==> src/design/spt_defs.svh <==
// Constants for the sample phase timing generator.
// Assumes inclusion by bare name from every file that needs them.
`ifndef SPT_DEFS_SVH
`define SPT_DEFS_SVH

// Phase selection reset value: 11 in six channel, X1 in three channel
`define SPT_SEL_RST 2'h3
// Top phase selection; the phase shift is its distance from the selection
`define SPT_SEL_TOP 2'h3
// Counter state loaded by the line sync reset
`define SPT_CNT_SYNC 2'h0
// Counter state loaded by the hold edge in the self phased mode
`define SPT_CNT_HOLD 2'h2
// Counter reset value
`define SPT_CNT_RST 2'h0
// Bit of the shifted counter that carries the phase signal
`define SPT_PH_BIT 1
// Fixed low half of the three channel selection
`define SPT_SEL3_LO 1'b1
// Converter data width and zero value
`define SPT_DW 10
`define SPT_DZERO 10'h000

`endif

==> src/design/spt_pkg.sv <==
// Types for the sample phase timing generator.
// Assumes the constants header is included where numbers are needed.
package spt_pkg;

  typedef enum logic [2:0] {
    SH_SELF_PHASED_MODE = 3'h0,
    SH_DIRECT_WINDOW_MODE = 3'h1,
    SH_PHASE_CLOCKED_MODE = 3'h2,
    SH_STROBE_GATED_MODE = 3'h3,
    CDS_PHASE_CLOCKED_MODE = 3'h4,
    CDS_STROBE_GATED_MODE = 3'h5
  } spt_mode_e;

  typedef enum logic [1:0] {
    CFG_6CH_ADC_RATE = 2'h0,
    CFG_6CH_PIXEL_RATE = 2'h1,
    CFG_3CH_PIXEL_RATE = 2'h2
  } spt_clk_cfg_e;

endpackage : spt_pkg

==> src/design/spt_rise_det.sv <==
// Rising edge detector with selectable capture edge.
// Assumes the input is synchronous to the master clock.
`timescale 1ns/1ps
module spt_rise_det (
  input wire logic clk_in,
  input wire logic arst_n_in,
  input wire logic ce_in,
  input wire logic edge_sel_in,
  input wire logic d_in,
  output logic rise_out
);

  logic pos_ff;
  logic neg_ff;
  logic lvl_ff;

  always_ff @(posedge clk_in or negedge arst_n_in) begin
    if (!arst_n_in) begin
      pos_ff <= 1'b0;
    end else if (ce_in) begin
      pos_ff <= d_in;
    end
  end

  // Falling edge capture, retimed below onto the rising edge
  always_ff @(negedge clk_in or negedge arst_n_in) begin
    if (!arst_n_in) begin
      neg_ff <= 1'b0;
    end else if (ce_in) begin
      neg_ff <= d_in;
    end
  end

  always_ff @(posedge clk_in or negedge arst_n_in) begin
    if (!arst_n_in) begin
      lvl_ff <= 1'b0;
    end else if (ce_in) begin
      lvl_ff <= edge_sel_in ? neg_ff : pos_ff;
    end
  end

  assign rise_out = (edge_sel_in ? neg_ff : pos_ff) & ~lvl_ff;

endmodule : spt_rise_det

==> src/design/spt_white_calc.sv <==
// White value computation: line maximum minus black average vs target.
// Assumes pixel values arrive already window averaged, one per valid.
`timescale 1ns/1ps
`include "spt_defs.svh"
module spt_white_calc (
  input wire logic clk_in,
  input wire logic arst_n_in,
  input wire logic ce_in,
  input wire logic line_start_in,
  input wire logic pix_valid_in,
  input wire logic white_pix_in,
  input wire logic [`SPT_DW-1:0] adc_value_in,
  input wire logic [`SPT_DW-1:0] black_avg_in,
  input wire logic black_sub_en_in,
  input wire logic [`SPT_DW-1:0] target_in,
  input wire logic loop_done_in,
  output logic [`SPT_DW-1:0] corrected_white_value_out,
  output logic below_target_out,
  output logic result_valid_out,
  output logic black_rerun_out
);

  logic [`SPT_DW-1:0] max_ff;
  logic [`SPT_DW-1:0] nxt_corr;

  // Clamp at zero so a dark line never wraps to a huge white value
  always_comb begin
    nxt_corr = max_ff;
    if (black_sub_en_in) begin
      nxt_corr = (max_ff > black_avg_in) ? max_ff - black_avg_in : `SPT_DZERO;
    end
  end

  always_ff @(posedge clk_in or negedge arst_n_in) begin
    if (!arst_n_in) begin
      max_ff <= `SPT_DZERO;
    end else if (ce_in) begin
      if (line_start_in) begin
        max_ff <= `SPT_DZERO;
      end else if (pix_valid_in && white_pix_in && adc_value_in > max_ff) begin
        max_ff <= adc_value_in;
      end
    end
  end

  always_ff @(posedge clk_in or negedge arst_n_in) begin
    if (!arst_n_in) begin
      corrected_white_value_out <= `SPT_DZERO;
      below_target_out <= 1'b0;
      result_valid_out <= 1'b0;
    end else if (ce_in) begin
      result_valid_out <= line_start_in;
      if (line_start_in) begin
        corrected_white_value_out <= nxt_corr;
        below_target_out <= nxt_corr < target_in;
      end
    end
  end

  always_ff @(posedge clk_in or negedge arst_n_in) begin
    if (!arst_n_in) begin
      black_rerun_out <= 1'b0;
    end else if (ce_in) begin
      black_rerun_out <= loop_done_in;
    end
  end

endmodule : spt_white_calc

==> src/design/spt_timing_gen.sv <==
// Sample phase timing generator: phase state machine and strobe gating.
// Assumes all inputs are synchronous to SYS_CLK_IN, one tick per quarter
// pixel, and that white calculation inputs come from the data path.
`timescale 1ns/1ps
`include "spt_defs.svh"

// Notes on behaviour
// - Clamp strobe is reference strobe AND phase
// - Sample strobe is signal strobe AND inverted phase
// - Window opens on sample rise, closes hold
// - Window qualified by low phase gives sample
// - Six channel: two converter cycles, four phases
// - Three channel: one converter cycle, two phases
// - Three clocking configurations are supported
// - Converter rate: line sync reloads phase machine
// - Line sync captured on selectable clock edge
// - Phase selection resets to 11, X1
// - Lower selections shift timing earlier by quarters
// - White value is maximum minus black average
// - Black loop reruns once after white loop
// - Without correlated sampling, reference strobe ignored
// - Self-phased mode phases from hold, no sync
module spt_timing_gen (
  input wire logic SYS_CLK_IN,
  input wire logic ARST_N_IN,
  input wire logic CLK_EN_IN,
  input wire logic [2:0] MODE_IN,
  input wire logic [1:0] CLK_CFG_IN,
  input wire logic SYNC_EDGE_SEL_IN,
  input wire logic [1:0] PHASE_SEL_IN,
  input wire logic PHASE_SEL_WR_IN,
  input wire logic LINE_SYNC_IN,
  input wire logic REF_STROBE_IN,
  input wire logic SIG_STROBE_IN,
  input wire logic SAMPLE_IN,
  input wire logic HOLD_IN,
  input wire logic PIX_VALID_IN,
  input wire logic WHITE_PIX_IN,
  input wire logic [9:0] ADC_VALUE_IN,
  input wire logic [9:0] BLACK_AVG_IN,
  input wire logic BLACK_SUB_EN_IN,
  input wire logic [9:0] WHITE_TARGET_IN,
  input wire logic WHITE_LOOP_DONE_IN,
  output logic CLAMP_STROBE_OUT,
  output logic SAMPLE_STROBE_OUT,
  output logic PHASE_SIGNAL_OUT,
  output logic CONVERTER_CLOCK_OUT,
  output logic SAMPLE_WINDOW_OUT,
  output logic [1:0] PHASE_SEL_OUT,
  output logic [9:0] CORRECTED_WHITE_OUT,
  output logic BELOW_TARGET_OUT,
  output logic WHITE_RESULT_VALID_OUT,
  output logic BLACK_RERUN_OUT
);

  spt_pkg::spt_mode_e mode;
  spt_pkg::spt_clk_cfg_e cfg;
  logic three_ch;
  logic [1:0] sel_ff;
  logic [1:0] sel_eff;
  logic [1:0] cnt_ff;
  logic [1:0] pos;
  logic ph;
  logic sync_rise;
  logic sample_rise;
  logic hold_rise;
  logic win_ff;
  logic nxt_clamp;
  logic nxt_sample;

  assign mode = spt_pkg::spt_mode_e'(MODE_IN);
  assign cfg = spt_pkg::spt_clk_cfg_e'(CLK_CFG_IN);
  assign three_ch = (cfg == spt_pkg::CFG_3CH_PIXEL_RATE);

  ////////////////////////////////////////////////////////////////////////
  // Edge capture of line sync and sample/hold inputs

  spt_rise_det u_sync (
    .clk_in(SYS_CLK_IN),
    .arst_n_in(ARST_N_IN),
    .ce_in(CLK_EN_IN),
    .edge_sel_in(SYNC_EDGE_SEL_IN),
    .d_in(LINE_SYNC_IN),
    .rise_out(sync_rise)
  );

  spt_rise_det u_sample (
    .clk_in(SYS_CLK_IN),
    .arst_n_in(ARST_N_IN),
    .ce_in(CLK_EN_IN),
    .edge_sel_in(1'b0),
    .d_in(SAMPLE_IN),
    .rise_out(sample_rise)
  );

  spt_rise_det u_hold (
    .clk_in(SYS_CLK_IN),
    .arst_n_in(ARST_N_IN),
    .ce_in(CLK_EN_IN),
    .edge_sel_in(1'b0),
    .d_in(HOLD_IN),
    .rise_out(hold_rise)
  );

  ////////////////////////////////////////////////////////////////////////
  // Phase selection and phase state machine

  always_ff @(posedge SYS_CLK_IN or negedge ARST_N_IN) begin
    if (!ARST_N_IN) begin
      sel_ff <= `SPT_SEL_RST;
    end else if (CLK_EN_IN && PHASE_SEL_WR_IN) begin
      sel_ff <= PHASE_SEL_IN;
    end
  end

  // Three channel mode ignores the upper selection bit
  assign sel_eff = three_ch ? {sel_ff[0], `SPT_SEL3_LO} : sel_ff;

  // Reload wins over counting; the hold edge only steers self phased mode
  always_ff @(posedge SYS_CLK_IN or negedge ARST_N_IN) begin
    if (!ARST_N_IN) begin
      cnt_ff <= `SPT_CNT_RST;
    end else if (CLK_EN_IN) begin
      if (mode == spt_pkg::SH_SELF_PHASED_MODE && hold_rise) begin
        cnt_ff <= `SPT_CNT_HOLD;
      end else if (mode != spt_pkg::SH_SELF_PHASED_MODE && sync_rise &&
                   cfg == spt_pkg::CFG_6CH_ADC_RATE) begin
        cnt_ff <= `SPT_CNT_SYNC;
      end else begin
        cnt_ff <= cnt_ff + 2'h1;
      end
    end
  end

  // Each step below the top selection moves the phase a quarter earlier
  assign pos = cnt_ff + (`SPT_SEL_TOP - sel_eff);
  assign ph = ~pos[`SPT_PH_BIT];

  ////////////////////////////////////////////////////////////////////////
  // Sample control window

  always_ff @(posedge SYS_CLK_IN or negedge ARST_N_IN) begin
    if (!ARST_N_IN) begin
      win_ff <= 1'b0;
    end else if (CLK_EN_IN) begin
      if (hold_rise) begin
        win_ff <= 1'b0;
      end else if (sample_rise) begin
        win_ff <= 1'b1;
      end
    end
  end

  ////////////////////////////////////////////////////////////////////////
  // Strobe gating, registered so no decode glitch reaches the outputs

  always_comb begin
    nxt_clamp = 1'b0;
    nxt_sample = 1'b0;
    unique case (mode)
      spt_pkg::CDS_STROBE_GATED_MODE: begin
        nxt_clamp = REF_STROBE_IN & ph;
        nxt_sample = SIG_STROBE_IN & ~ph;
      end
      spt_pkg::SH_STROBE_GATED_MODE: begin
        nxt_sample = SIG_STROBE_IN & ~ph;
      end
      spt_pkg::CDS_PHASE_CLOCKED_MODE: begin
        nxt_clamp = ph;
        nxt_sample = ~ph;
      end
      spt_pkg::SH_PHASE_CLOCKED_MODE: begin
        nxt_sample = ~ph;
      end
      spt_pkg::SH_DIRECT_WINDOW_MODE,
      spt_pkg::SH_SELF_PHASED_MODE: begin
        nxt_sample = win_ff & ~ph;
      end
      default: begin
        nxt_clamp = 1'b0;
        nxt_sample = 1'b0;
      end
    endcase
  end

  always_ff @(posedge SYS_CLK_IN or negedge ARST_N_IN) begin
    if (!ARST_N_IN) begin
      CLAMP_STROBE_OUT <= 1'b0;
      SAMPLE_STROBE_OUT <= 1'b0;
      PHASE_SIGNAL_OUT <= 1'b0;
      SAMPLE_WINDOW_OUT <= 1'b0;
    end else if (CLK_EN_IN) begin
      CLAMP_STROBE_OUT <= nxt_clamp;
      SAMPLE_STROBE_OUT <= nxt_sample;
      PHASE_SIGNAL_OUT <= ph;
      SAMPLE_WINDOW_OUT <= win_ff;
    end
  end

  // Six channel: two converter cycles per pixel; three channel: one
  always_ff @(posedge SYS_CLK_IN or negedge ARST_N_IN) begin
    if (!ARST_N_IN) begin
      CONVERTER_CLOCK_OUT <= 1'b0;
      PHASE_SEL_OUT <= `SPT_SEL_RST;
    end else if (CLK_EN_IN) begin
      CONVERTER_CLOCK_OUT <= three_ch ? ~cnt_ff[1] : ~cnt_ff[0];
      PHASE_SEL_OUT <= sel_ff;
    end
  end

  ////////////////////////////////////////////////////////////////////////
  // White value computation

  spt_white_calc u_white (
    .clk_in(SYS_CLK_IN),
    .arst_n_in(ARST_N_IN),
    .ce_in(CLK_EN_IN),
    .line_start_in(sync_rise),
    .pix_valid_in(PIX_VALID_IN),
    .white_pix_in(WHITE_PIX_IN),
    .adc_value_in(ADC_VALUE_IN),
    .black_avg_in(BLACK_AVG_IN),
    .black_sub_en_in(BLACK_SUB_EN_IN),
    .target_in(WHITE_TARGET_IN),
    .loop_done_in(WHITE_LOOP_DONE_IN),
    .corrected_white_value_out(CORRECTED_WHITE_OUT),
    .below_target_out(BELOW_TARGET_OUT),
    .result_valid_out(WHITE_RESULT_VALID_OUT),
    .black_rerun_out(BLACK_RERUN_OUT)
  );
endmodule : spt_timing_gen

==> config.mk <==
export PLATFORM = sky130hd
export DESIGN_NAME = spt_timing_gen
export DESIGN_NICKNAME = d
export VERILOG_FILES = /design/src/design/spt_pkg.sv /design/src/design/spt_rise_det.sv /design/src/design/spt_white_calc.sv /design/src/design/spt_timing_gen.sv
export VERILOG_INCLUDE_DIRS = /design/src /design/src/design
export SDC_FILE = /design/constraint.sdc
export NUM_CORES = 1
export LEC_CHECK = 0
export BUFFER_PORTS_ARGS = -buffer_cell sky130_fd_sc_hd__buf_2
export CAP_MARGIN = 25
export CORE_MARGIN = 1.5
export CORE_UTILIZATION = 35
export DETAILED_ROUTE_END_ITERATION = 8
export PLACE_DENSITY = 0.6
export SYNTH_ARGS = -nofsm -noshare
export SYNTH_HDL_FRONTEND = slang
export SYNTH_SLANG_ARGS = --single-unit
export TNS_END_PERCENT = 1
==> constraint.sdc <==
create_clock -name SYS_CLK_IN -period 4.2 [get_ports SYS_CLK_IN]
set_input_delay 0.84 -clock SYS_CLK_IN [delete_from_list [all_inputs] [get_ports SYS_CLK_IN]]
set_output_delay 0.84 -clock SYS_CLK_IN [all_outputs]
set_load 0.005 [all_outputs]
# Word-level counts from Yosys, hierarchy flattened
# Index checks and enable logic that the tools add are counted.
[totals]
ff_bits = 42
in_bits = 51
out_inout_bits = 20
word_cells = 76
[op_classes]
n_addsub = 4
order_cmp = 3
eq_ne = 6
muxes = 13
bitwise_logic = 12
reduce_logical = 17
[ops]
columns = ["op", "n"]
rows = [
  ["10-bit two-way mux", 4],
  ["10-bit > comparator", 2],
  ["10-bit less-than comparator", 1],
  ["10-bit subtractor", 1],
  ["1-bit bitwise AND", 6],
  ["3-bit by 2-bit == test with 1-bit output, second input constant", 2],
  ["3-bit == test, second input constant", 2],
  ["1-bit logical AND", 6],
  ["2-bit two-way mux", 3],
  ["1-bit NOT", 6],
  ["2-bit AND reduction", 3],
  ["2-bit OR reduction", 3],
  ["1-bit two-way mux", 4],
  ["2-bit nonzero test", 2],
  ["3-bit by 1-bit == test with 1-bit output, second input constant", 1],
  ["3-bit zero test", 1],
  ["1-bit one-hot mux with 3 select lines", 1],
  ["3-bit nonzero test", 1],
  ["2-bit by 1-bit adder with 2-bit output, second input constant", 1],
  ["2-bit adder", 1],
  ["2-bit == test, second input constant", 1],
  ["2-bit zero test", 1],
  ["1-bit one-hot mux with 2 select lines", 1],
  ["2-bit subtractor, first input constant", 1],
]

# Longest topological paths before layout
[depth]
depth_word = 7
ltp_mapped = 14
depth_no_buf = 14

# By module
# Synthesis repeated with hierarchy kept, for this count alone.
[hier_totals]
hier_cells = 314
area_unflattened_um2 = 2907.8
[by_module_without_submodules]
columns = ["mod", "n_inst", "cells_each", "area_each_um2", "seq_area_each_um2"]
rows = [
  ["spt_white_calc", 1, 220, 1921.8, 575.6],
  ["spt_timing_gen", 1, 58, 629.4, 305.3],
  ["spt_rise_det", 3, 12, 118.9, 75.1],
]

==> flow_summary_export.csv <==
group,metric,value,unit
outcome,outcome,"completed",
clock_tree,cts_tree,"built",
clock_tree,clk_latency,310,ps
critical_path,cp-endpoint,"cnt_ff[1]$_DFFE_PN0P_",
critical_path,r2r-start,"u_sync.neg_ff$_DFFE_NN0P_",
clock_tree,clockBufferDepth,2,
detailed_routing,wl,7300,um
detailed_routing,first_pass_iters,4,
floorplan,coreArea,8300,um2
final_layout,fin_area,3580,um2
yosys,synth_cell_types,58,
floorplan,initial_core_util,36.3,%
critical_path,crit_fanout,12,
critical_path,cp-startpoint,"u_sync.neg_ff$_DFFE_NN0P_",
critical_path,cp_data_required_time,4400,ps
yosys,ys_warn_count,0,
clock_tree,clock-root-buffer,"clkbuf_8",
detailed_routing,drc_errors,0,
placement,dp.final_hpwl,5590,um
power_and_ir_drop,power.leakage,1.78,nW
detailed_routing,via_count,2550,
global_routing,grt_pass1_vias,2462,
yosys,syn_area,3020,um2
global_routing,grt_pass1_wl,11200,um
sta,slew_headroom,60.7,%
clock_tree,h-tree-depth,2,
clock_tree,cts_setup_buffers,0,
sta,slew_viol_final,0,
run,cap_violations,0,
placement,finalWeightedCongestion,0.862,
yosys,synth_xor_area_share,1.74,%
yosys,ys_ff_latch,42,
yosys,netlist_instances,313,
sta,rsz0062_at_grt,"no",
critical_path,path_class,"reg2reg",
sta,setup-violations-final,0,
critical_path,regToRegEndpoint,"cnt_ff[1]$_DFFE_PN0P_",
yosys,synth_top_family_by_area,"compound AO/OA/AOI/OAI gates",
critical_path,cp-end-kind,"flop",
yosys,ys_async_sr_fraction,100,%
yosys,ys.flop_type,"dfrtp_1",
floorplan,die_width,95.8,um
sta,holdWs,491,ps
sta,skew,4.95,ps
sta,hold_viol,0,
yosys,muxShareOfSynthArea,10.7,%
clock_tree,clk_pin_slew,90,ps
yosys,yosys.area_share.simple,14.6,%
detailed_routing,drtIter0Drc,98,
critical_path,start_kind,"flop",
clock_tree,postCtsHoldBufs,0,
final_layout,antenna_cells,0,
global_routing,grt_usage,16.1,%
worst_hold_path,hp-class,"reg2reg",
clock_tree,clock-sinks,42,
floorplan,io_pins,71,
detailed_routing,via_per_inst,5.19,
placement,place_area,3490,um2
global_routing,antenna_found_initial,0,
yosys,synth-compound-area-share,18.8,%
yosys,syn_nets,394,
sta,final.setup.tns,0,ps
floorplan,die_h,95.8,um
critical_path,r2r_slack,350,ps
power_and_ir_drop,ir_drop,0.208,mV
floorplan,dieArea,9180,um2
yosys,synth-edff-count,0,
clock_tree,numCtsBuffers,5,
detailed_routing,ant_nets,0,
power_and_ir_drop,power.density,495,nW/um2
final_layout,finish.net_count,466,
worst_hold_path,hold_depth,2,
global_routing,grt_overflow,0,
sta,worst-slew-pin-transition,588,ps
final_layout,area_growth,18.9,%
final_layout,drive_gt1_share,31.1,%
placement,numPortBuffers,70,
yosys,synth_area_per_cell,9.63,um2
floorplan,rows,33,
critical_path,ff2ff_path_depth,5,
yosys,synthAdderAreaFrac,12.7,%
yosys,ys_seq_area_share,35.0,%
critical_path,arrival,4050,ps
global_routing,grt_max_degree,42,
clock_tree,cts_resized,0,
power_and_ir_drop,power,1.77,mW
detailed_routing,post_drt_wl_per_cell,14.9,um
## Yosys cell counts, types with 2 or more instances
library cell  instances  area share [%]
xnor2_1               4             1.2
a21oi_2               2            0.58
o2111ai_1             2            0.58
ha_1                 29              12
nand2b_1              7             1.5
inv_1                42             5.2
nor4_1                3            0.62
buf_2                 3            0.50
o41ai_2               3             1.6
or3_1                 3            0.62
a2111oi_0             2            0.58
nand4_1               4            0.83
o32ai_2               5             2.7
clkbuf_1              4            0.50
and4_1                2            0.58
a21o_1                6             1.5
nor3b_1               3            0.75
nor2_1                6            0.75
o21ai_1               2            0.33
mux2_1                3             1.1
buf_1                 2            0.25
nand2_1              36             4.5
mux2_2               15             5.6
o21ai_0               9             1.5
a21oi_1              17             2.8
mux2i_1              12             4.0
xor2_1                2            0.58
nor2b_1               4            0.83
nor3_1                7             1.2
o31ai_1               3            0.75
dfstp_2               4             3.5
dfrtp_1              37              31
o22ai_1               4            0.83
nand3_1               2            0.33
## metrics by stage
| stage | instances | worst slack, ps | utilization [%] |
|---|---|---|---|
| 3_5_place_dp | 483 | 323 | 42.1 |
| 6_report | 491 | 346 | 43.2 |
| 2_1_floorplan | 313 | 468 | - |
| 3_3_place_gp | 483 | 431 | 42.1 |
| 4_1_cts | 491 | 324 | 43.2 |
| 5_1_grt | 491 | 221 | 43.2 |
## worst min path at each step
| stage | from | end | slack, ps |
|---|---|---|---|
| floorplan | u_sample.pos_ff$_DFFE_PN0P_ | u_sample.lvl_ff$_DFFE_PN0P_ | 470 |
| detailed placement | u_white.below_target_out$_DFFE_PN0P_ | u_white.below_target_out$_DFFE_PN0P_ | 470 |
| global route | u_white.below_target_out$_DFFE_PN0P_ | u_white.below_target_out$_DFFE_PN0P_ | 520 |
| global placement | u_white.below_target_out$_DFFE_PN0P_ | u_white.below_target_out$_DFFE_PN0P_ | 470 |
| finish | u_white.below_target_out$_DFFE_PN0P_ | u_white.below_target_out$_DFFE_PN0P_ | 490 |
| CTS | u_white.below_target_out$_DFFE_PN0P_ | u_white.below_target_out$_DFFE_PN0P_ | 490 |
## placed cells by master (no fill, tap or decap), drive strengths merged, types with 2 or more instances in the layout
cell type,n
o2111ai,3
o31ai,3
clkinv,2
a211oi,2
nor2b,4
or3,3
dfrtp,37
a21oi,20
and4,3
or2,2
o41ai,3
nor3,7
nand2,36
inv,42
nor3b,3
dfstp,4
mux2i,12
xnor2,4
o22ai,4
nor2,6
nor4,3
o32ai,6
a21o,6
buf,74
clkbuf,5
o21ai,12
nand4,4
nand3,3
xor2,2
nand2b,7
ha,29
mux2,18
a2111oi,2
## flip-flops by register name (all words and copies together), names as in the netlist
name	cells
u_sample.lvl_ff	1
sel_ff	2
win_ff	1
u_hold.pos_ff	1
SAMPLE_STROBE_OUT	1
u_sync.lvl_ff	1
CONVERTER_CLOCK_OUT	1
CLAMP_STROBE_OUT	1
u_hold.lvl_ff	1
u_white.max_ff	10
PHASE_SEL_OUT	2
u_sync.pos_ff	1
u_white.black_rerun_out	1
u_sample.pos_ff	1
u_sync.neg_ff	1
PHASE_SIGNAL_OUT	1
u_white.result_valid_out	1
SAMPLE_WINDOW_OUT	1
u_white.corrected_white_value_out	10
u_white.below_target_out	1
cnt_ff	2
## area by class of cell
| cell class | count | area [um2] |
|---|---|---|
| clock buffers | 5 | 68.8 |
| clock inverters | 3 | 21.3 |
| fillers | 819 | 4710 |
| inverters | 42 | 158 |
| multi-input cells | 220 | 1770 |
| flip-flops and latches | 42 | 1060 |
| well taps | 105 | 131 |
| repair buffers | 74 | 380 |
## critical path: stages, from the launching register on
cell	delay, ps
dfrtn_1	410
mux2i_1	100
or2_2	410
o41ai_2	360
nor3b_1	100
a211o_1	270
## report_power, final
group | switching, mW | internal, mW
Combinational | 0.480 | 0.400
Clock | 0.156 | 0.117
Sequential | 0.0932 | 0.529
Total | 0.729 | 1.05
## cell families (layout without fill, tap and decap cells)
| group | count (synthesis) | in the layout |
|---|---|---|
| mux | 30 | 30 |
| simple gates | 85 | 85 |
| fa+ha+maj | 30 | 30 |
| compound gates | 69 | 69 |
| flops | 42 | 42 |
| buf+inv | 51 | 124 |
| xor+xnor | 6 | 6 |
## routing by layer
layer | share of wire [%] | vias up | GRT usage (%)
li1 | - | 1260 | -
met1 | 45 | 1191 | 19.5
met2 | 47 | 87 | 27.6
met3 | 6.7 | 12 | 3.95
met4 | 1.7 | 0 | 5.88
met5 | 0 | - | 0
Note: power is estimated with default switching activity, not from simulation.
